<file path="src/core/dma_size_regs.svh">
// Register offsets, field positions and reset values of the channel size and pointer block
`ifndef DMA_SIZE_REGS_SVH
`define DMA_SIZE_REGS_SVH

`define ADDR_CONTROL      8'h00
`define ADDR_STATUS       8'h04
`define ADDR_SRC_LENGTH   8'h08
`define ADDR_DST_LENGTH   8'h0c
`define ADDR_SRC_PROGRESS 8'h10
`define ADDR_DST_PROGRESS 8'h14
`define ADDR_CELL_LENGTH  8'h18
`define ADDR_MATCH_VALUE  8'h1c

`define CTRL_ENABLE_BIT   0
`define CTRL_MODE_LSB     1
`define CTRL_MODE_MSB     2

`define STAT_BUSY_BIT     0
`define STAT_DONE_BIT     1
`define STAT_TERM_BIT     2

`define FIELD_MSB         15
`define MATCH_MSB         7
`define LENGTH_RESET      16'h0000
`define MATCH_RESET       8'h00

`endif

</file>
<file path="src/core/dma_size_pkg.sv">
// Types and shared arithmetic of the channel size and pointer block
package dma_size_pkg;

    typedef enum logic [1:0] {
        mode_normal    = 2'h0,
        mode_detect    = 2'h1,
        mode_terminate = 2'h2
    } mode_type;

    typedef enum logic [1:0] {
        st_idle   = 2'h0,
        st_wait   = 2'h1,
        st_moving = 2'h3
    } state_type;

    // Index of the final byte; a length of zero wraps to 16'hffff, i.e. 65,536 bytes
    function automatic logic [15:0] final_index(input logic [15:0] len);
        final_index = len - 16'h0001;
    endfunction

endpackage

</file>
<file path="src/core/progress_if.sv">
// Signals between the channel control and one byte progress counter
`timescale 1ns/1ps
interface progress_if;
    logic        clear;
    logic        step;
    logic [15:0] length;
    logic [15:0] pointer;
    logic        last;

    modport counter (input clear, input step, input length, output pointer, output last);
    modport user    (output clear, output step, output length, input pointer, input last);
endinterface

</file>
<file path="src/core/dma_channel_size_pointer_regs.sv">
// DMA channel length and progress logic with an APB register slave
// Notes on behaviour
// (RULE1) Destination length counts bytes; 1 is one byte, zero is 65,536.
// (RULE2) Upper sixteen bits of length and pointer registers read zero, ignore writes.
// (RULE3) Read-only source pointer gives index of current source byte.
// (RULE4) Read-only destination pointer gives index of current destination byte.
// (RULE5) In pattern-detect mode a match clears both pointers.
// (RULE6) Each trigger event moves cell-length bytes.
// (RULE7) Source length counts bytes like destination length; zero is 65,536.
// (RULE8) Pattern-terminate mode ends transfer on match with 8-bit value; otherwise ignored.
// (RULE9) Pointers step once per byte; side exhausted when pointer reaches its length.
//
// Chosen here: register access over APB and the placing of the registers.
`timescale 1ns/1ps
`include "dma_size_regs.svh"
module dma_channel_size_pointer_regs (
    // Clock and reset
    input  wire logic        clk,
    input  wire logic        srst,
    // APB slave
    input  wire logic        psel,
    input  wire logic        penable,
    input  wire logic        pwrite,
    input  wire logic [7:0]  paddr,
    input  wire logic [31:0] pwdata,
    output logic      [31:0] prdata,
    output logic             pready,
    output logic             pslverr,
    // Byte mover
    input  wire logic        cell_trigger,
    output logic             byte_req,
    input  wire logic        byte_ack,
    input  wire logic [7:0]  byte_data,
    // Status
    output logic             transfer_done,
    output logic             busy
);

    progress_if src_if ();
    progress_if dst_if ();

    logic                    ctrl_enable;
    dma_size_pkg::mode_type  mode;
    logic [15:0]             source_length;
    logic [15:0]             destination_length;
    logic [15:0]             cell_length;
    logic [7:0]              match_value;
    logic                    done_flag;
    logic                    term_flag;
    logic [15:0]             cell_count;
    dma_size_pkg::state_type state;
    dma_size_pkg::state_type next_state;

    logic                    access;
    logic                    commit;
    logic                    wr_ctrl;
    logic                    start;
    logic                    moved;
    logic                    hit;
    logic                    detect_clear;
    logic                    term_hit;
    logic                    finish;
    logic                    cell_end;

    // Answer comes one cycle into the access phase
    assign access  = psel && penable && !pready;
    assign commit  = psel && penable && pready;
    assign wr_ctrl = commit && pwrite && (paddr == `ADDR_CONTROL);
    assign start   = wr_ctrl && pwdata[`CTRL_ENABLE_BIT] && (state == dma_size_pkg::st_idle);

    assign moved    = byte_req && byte_ack;
    assign hit      = moved && (byte_data == match_value);
    // (RULE5) detect mode match
    assign detect_clear = hit && (mode == dma_size_pkg::mode_detect);
    // (RULE8) terminate on match
    assign term_hit = hit && (mode == dma_size_pkg::mode_terminate);
    // (RULE9) destination exhausted ends it
    assign finish   = moved && (term_hit || dst_if.last);
    // (RULE6) cell boundary reached
    assign cell_end = moved && (cell_count == dma_size_pkg::final_index(cell_length));

    // (RULE3) source side counter
    assign src_if.clear  = start || detect_clear;
    assign src_if.step   = moved;
    // (RULE7) source length wrap
    assign src_if.length = source_length;
    // (RULE4) destination side counter
    assign dst_if.clear  = start || detect_clear;
    assign dst_if.step   = moved;
    // (RULE1) destination length wrap
    assign dst_if.length = destination_length;

    progress_counter src_counter (
        .clk  (clk),
        .srst (srst),
        .pc   (src_if.counter)
    );

    progress_counter dst_counter (
        .clk  (clk),
        .srst (srst),
        .pc   (dst_if.counter)
    );

    function automatic logic [31:0] read_word(input logic [7:0] addr);
        case (addr)
            `ADDR_CONTROL:      read_word = {29'h0, mode, ctrl_enable};
            `ADDR_STATUS:       read_word = {29'h0, term_flag, done_flag, busy};
            `ADDR_SRC_LENGTH:   read_word = {16'h0, source_length};
            `ADDR_DST_LENGTH:   read_word = {16'h0, destination_length};
            `ADDR_SRC_PROGRESS: read_word = {16'h0, src_if.pointer};
            `ADDR_DST_PROGRESS: read_word = {16'h0, dst_if.pointer};
            `ADDR_CELL_LENGTH:  read_word = {16'h0, cell_length};
            `ADDR_MATCH_VALUE:  read_word = {24'h0, match_value};
            default:            read_word = 32'h0;
        endcase
    endfunction

    function automatic logic mapped(input logic [7:0] addr);
        mapped = (addr[1:0] == 2'h0) && (addr <= `ADDR_MATCH_VALUE);
    endfunction

    // APB answer
    always_ff @(posedge clk) begin
        if (srst) begin
            pready  <= 1'b0;
            prdata  <= 32'h0;
            pslverr <= 1'b0;
        end else begin
            pready  <= access;
            pslverr <= access && !mapped(paddr);
            // (RULE2) upper half reads zero
            prdata  <= (access && !pwrite) ? read_word(paddr) : 32'h0;
        end
    end

    // Software-written fields; upper write bits are dropped
    always_ff @(posedge clk) begin
        if (srst) begin
            source_length      <= `LENGTH_RESET;
            destination_length <= `LENGTH_RESET;
            cell_length        <= `LENGTH_RESET;
            match_value        <= `MATCH_RESET;
            mode               <= dma_size_pkg::mode_normal;
        end else if (commit && pwrite) begin
            case (paddr)
                // (RULE2) low half only
                `ADDR_SRC_LENGTH:  source_length      <= pwdata[`FIELD_MSB:0];
                `ADDR_DST_LENGTH:  destination_length <= pwdata[`FIELD_MSB:0];
                `ADDR_CELL_LENGTH: cell_length        <= pwdata[`FIELD_MSB:0];
                `ADDR_MATCH_VALUE: match_value        <= pwdata[`MATCH_MSB:0];
                `ADDR_CONTROL:     mode <= dma_size_pkg::mode_type'(pwdata[`CTRL_MODE_MSB:`CTRL_MODE_LSB]);
                default:           ;
            endcase
        end
    end

    // Enable drops by itself when the transfer ends
    always_ff @(posedge clk) begin
        if (srst) begin
            ctrl_enable <= 1'b0;
        end else if (wr_ctrl) begin
            ctrl_enable <= pwdata[`CTRL_ENABLE_BIT];
        end else if (finish) begin
            ctrl_enable <= 1'b0;
        end
    end

    // Sticky flags: a finish in the clearing cycle still sets done_flag, and a terminate finish also sets term_flag
    always_ff @(posedge clk) begin
        if (srst) begin
            done_flag <= 1'b0;
            term_flag <= 1'b0;
        end else begin
            if (finish) begin
                done_flag <= 1'b1;
            end else if (commit && pwrite && paddr == `ADDR_STATUS && pwdata[`STAT_DONE_BIT]) begin
                done_flag <= 1'b0;
            end
            if (finish && term_hit) begin
                term_flag <= 1'b1;
            end else if (commit && pwrite && paddr == `ADDR_STATUS && pwdata[`STAT_TERM_BIT]) begin
                term_flag <= 1'b0;
            end
        end
    end

    always_comb begin
        next_state = state;
        case (state)
            dma_size_pkg::st_idle: begin
                if (start) begin
                    next_state = dma_size_pkg::st_wait;
                end
            end
            dma_size_pkg::st_wait: begin
                if (wr_ctrl && !pwdata[`CTRL_ENABLE_BIT]) begin
                    next_state = dma_size_pkg::st_idle;
                end else if (cell_trigger) begin
                    next_state = dma_size_pkg::st_moving;
                end
            end
            dma_size_pkg::st_moving: begin
                if (finish || (wr_ctrl && !pwdata[`CTRL_ENABLE_BIT])) begin
                    next_state = dma_size_pkg::st_idle;
                end else if (cell_end) begin
                    next_state = dma_size_pkg::st_wait;
                end
            end
            default: next_state = dma_size_pkg::st_idle;
        endcase
    end

    always_ff @(posedge clk) begin
        if (srst) begin
            state         <= dma_size_pkg::st_idle;
            byte_req      <= 1'b0;
            busy          <= 1'b0;
            transfer_done <= 1'b0;
        end else begin
            state         <= next_state;
            byte_req      <= (next_state == dma_size_pkg::st_moving);
            busy          <= (next_state != dma_size_pkg::st_idle);
            transfer_done <= finish;
        end
    end

    // (RULE6) bytes within the current cell
    always_ff @(posedge clk) begin
        if (srst || state != dma_size_pkg::st_moving || cell_end) begin
            cell_count <= 16'h0000;
        end else if (moved) begin
            cell_count <= cell_count + 16'h0001;
        end
    end
endmodule

</file>
<file path="src/core/progress_counter.sv">
// Byte progress counter for one side of a channel
`timescale 1ns/1ps
module progress_counter (
    // Clock and reset
    input wire logic      clk,
    input wire logic      srst,
    // Control side
    progress_if.counter   pc
);

    // (RULE9) final byte seen
    assign pc.last = (pc.pointer == dma_size_pkg::final_index(pc.length));

    // (RULE9) advance or restart
    always_ff @(posedge clk) begin
        if (srst || pc.clear) begin
            pc.pointer <= 16'h0000;
        end else if (pc.step) begin
            pc.pointer <= pc.last ? 16'h0000 : pc.pointer + 16'h0001;
        end
    end

endmodule

</file>
<file path="config.mk">
export PLATFORM = sky130hd
export DESIGN_NAME = dma_channel_size_pointer_regs
export DESIGN_NICKNAME = d
export VERILOG_FILES = /design/src/core/dma_size_pkg.sv /design/src/core/progress_if.sv /design/src/core/dma_channel_size_pointer_regs.sv /design/src/core/progress_counter.sv
export VERILOG_INCLUDE_DIRS = /design/src /design/src/core
export SDC_FILE = /design/constraint.sdc
export NUM_CORES = 1
export LEC_CHECK = 0
export BUFFER_PORTS_ARGS = -buffer_cell sky130_fd_sc_hd__buf_4
export CORE_MARGIN = 2
export CORE_UTILIZATION = 60
export CTS_CLUSTER_DIAMETER = 60
export DETAILED_ROUTE_END_ITERATION = 16
export PLACE_DENSITY = 0.92
export SKIP_CTS_REPAIR_TIMING = 1
export SLEW_MARGIN = 20
export SYNTH_ARGS = -nofsm -noshare
export SYNTH_HDL_FRONTEND = slang
export SYNTH_SLANG_ARGS = --single-unit
export TNS_END_PERCENT = 5
</file>
<file path="constraint.sdc">
create_clock -name clk -period 7.86 [get_ports clk]
set_input_delay 0.786 -clock clk [delete_from_list [all_inputs] [get_ports clk]]
set_output_delay 0.786 -clock clk [all_outputs]
set_load 0.02 [all_outputs]
</file>
==> flow_summary.ini <==
[synthesis]
synth_mux_area_share_pct = 7.45
synth-compound-area-share_pct = 12.8
netlist_instances = 931
syn_area_per_cell_sq_um = 8.17
synth_edf_count = 0
yosysSeqAreaShare_pct = 34.8
synth_common_cells = dfxtp_1, nor2_1, nand2_1
synth_largest_area_cell = dfxtp_1
ys.flop_type = dfxtp_1
synth_xor_area_share_pct = 12.4
synth_top_family_by_area = simple AND/OR/NAND/NOR gates
synthSimpleGateAreaFrac_pct = 26.1
synth_fa_ha_area_share_pct = 0.987
async_flop_share_pct = 0
synthDistinctLibCells = 70
syn-cell-area_sq_um = 7600
yosys-top-cells-area = dfxtp_1, xor2_1, xnor2_1
synth_top_area_share_pct = 34.8
yosysMostFrequentCell = dfxtp_1
synth_seq_cells = 132
yosysWarnings = 0

[floorplanning]
fp.dieH_um = 117
die_w_um = 117
ios = 92
start_util_pct = 60.7
core_area_sq_um = 12500
dieArea_sq_um = 13600
rows = 41

[routing]
via_per_inst = 6.27
wirelength_mm = 21.2
dr.pass1.iters = 8
wl_per_cell_um = 18.6
antenna_left = 0
drc = 0
drt-initial-drc-count = 828
dr_total_vias = 7159

[sta]
min_period_over_period_pct = 43.8
period_needed_ns = 3.44
slew_headroom_pct = 30.3
finalWorstSetupSlack_ns = 4.42
max_freq_ghz = 0.291
slew_viol_final = 0
setup_viol = 0
rsz0062_at_grt = false
fin_skew_ns = 0.00945
worst_slew_pin_slew_ns = 1.04
hold_violations = 0
holdWs_ns = 0.459
fin_setup_tns_ns = 0

[setup_path]
worstPathArrival_ns = 3.72
cp-end-kind = register
critPathLaunchType = register
cp_cell_sequence = inv_1 > ha_1 > or4b_1 > nor4b_1 > a31o_2 > a211oi_1 > or4_4 > o311ai_4 > nor2_1
r2r_slack_ns = 4.42
slowest_delay_ns = 0.62
cp.required_ns = 8.14
crit_type = reg -> reg
crit_fanout = 16
cp_slowest_cell = o311ai_4

[grt]
grt_pass1_vias = 6587
grt_pass1_wl_mm = 33.3
antenna_found_initial = 0
track_usage_pct = 31.8
grt_remaining_overflow = 0
grt_max_degree = 68

[clock_network]
clock_sinks = 132
clkTransAtPathRegs_ns = 0.06
clk_path_buf_depth = 2
numCtsBuffers = 17
clkLatencyLatePin_ns = 0.43
htree_levels = 4
cts_tree = built
clock-root-buffer = clkbuf_16

[power_and_ir_drop]
power.switching_uw = 329
power_density_nw_per_um2 = 175
seq_power_share_pct = 44.8
finalPower_mw = 1.50
p_sw_share_pct = 22.0
ir_drop_v = 0.000145
power_frac_clock_pct = 51.4
p_leak_nw = 3.23
internal-power_mw = 1.17
combPwrFrac_pct = 3.9

[place]
dp_slack_ns = 4.19
port_buffers = 59
hpwl_mm = 14.8
placedInstanceArea_sq_um = 8000
gp_congestion = 0.952
placed_cells = 1110

[layout]
finish.instance_area_sq_um = 8580
post-route-util_pct = 68.5
drive_above_1_share_pct = 12.4
diodes = 0
area_delta_synth_final_pct = 12.8
fin_nets = 1018
layout.cells.non_filler = 1141

[job]
drv_cap = 0

[run_status]
status = finished clean

[hold_path]
hp-class = reg -> reg
## logic make-up (layout without fill, tap and decap cells)
kind of cell,Yosys count,count (layout)
and+or+nand+nor,404,404
AOI/OAI and AO/OA,150,150
DFF,132,132
xor gates and xnor gates,108,108
buffers and inverters,85,108
muxes,45,45
adders and majority gates,6,6
other,1,16
## path summary, 6_finish.rpt
| path | startpoint | to | cells past startpoint |
|---|---|---|---|
| hold reg to reg | done_flag | done_flag | 2 |
| setup reg to reg | cell_length[0] | cell_count[7] | 9 |
| hold / removal | done_flag | done_flag | 2 |
| setup / recovery | cell_length[0] | cell_count[7] | 9 |
## state kept, by name, indices dropped and copies added (netlist names), 2 cells and up
name	cells
source_length	16
match_value	8
prdata	16
mode	2
dst_counter.pc.pointer	16
destination_length	16
state	2
src_counter.pc.pointer	16
cell_count	16
cell_length	16
## worst max-delay path: cells and delay by family, from the launching register on
family          cells  cell delay [ns]
simple gates        4             1.63
fa+ha+maj           1             0.33
compound gates      3             0.82
buf+inv             1             0.10
flops               1             0.41
## cells in the final DEF, fill, tap and decap left out, drive strengths merged, types with 7 or more instances in the layout
cell	instances
or3	11
nor2b	11
a22oi	14
nor4	10
nor2	112
mux2i	36
mux4	9
dfxtp	132
and3	9
clkbuf	21
conb	16
buf	64
o21ai	26
or4	7
nand4	12
xor2	56
nor3	21
inv	13
nand2	105
a21oi	59
nand3	66
xnor2	52
## power groups by stage
stage | clock [mW] | combinational (mW) | sequential [mW]
after floorplan | 0 | 0.0358 | 0.685
after global placement | 0 | 0.0558 | 0.684
after detailed placement | 0 | 0.0562 | 0.684
after CTS | 0.769 | 0.0566 | 0.670
after global routing | 0.801 | 0.0618 | 0.670
final | 0.769 | 0.0582 | 0.670
## metal layers
| metal | up-vias | part of all wire [%] | wire [um] | GRT usage, % |
|---|---|---|---|---|
| met5 | - | 0 | 0 | 0 |
| met4 | 0 | 4.1 | 869 | 16.3 |
| met3 | 73 | 9.9 | 2100 | 6.54 |
| met2 | 455 | 47 | 9880 | 51.6 |
| met1 | 3318 | 39 | 8370 | 40.2 |
| li1 | 3313 | - | - | - |
## area by class of cell
type	count	area (sq um)
Tap cell	172	215
Timing Repair Buffer	64	480
Clock inverter	10	108
Sequential cell	132	2640
Fill cell	975	3940
Inverter	13	48.8
Multi-Input combinational cell	729	4620
Clock buffer	21	460
Note: power is estimated with default switching activity, not from simulation.
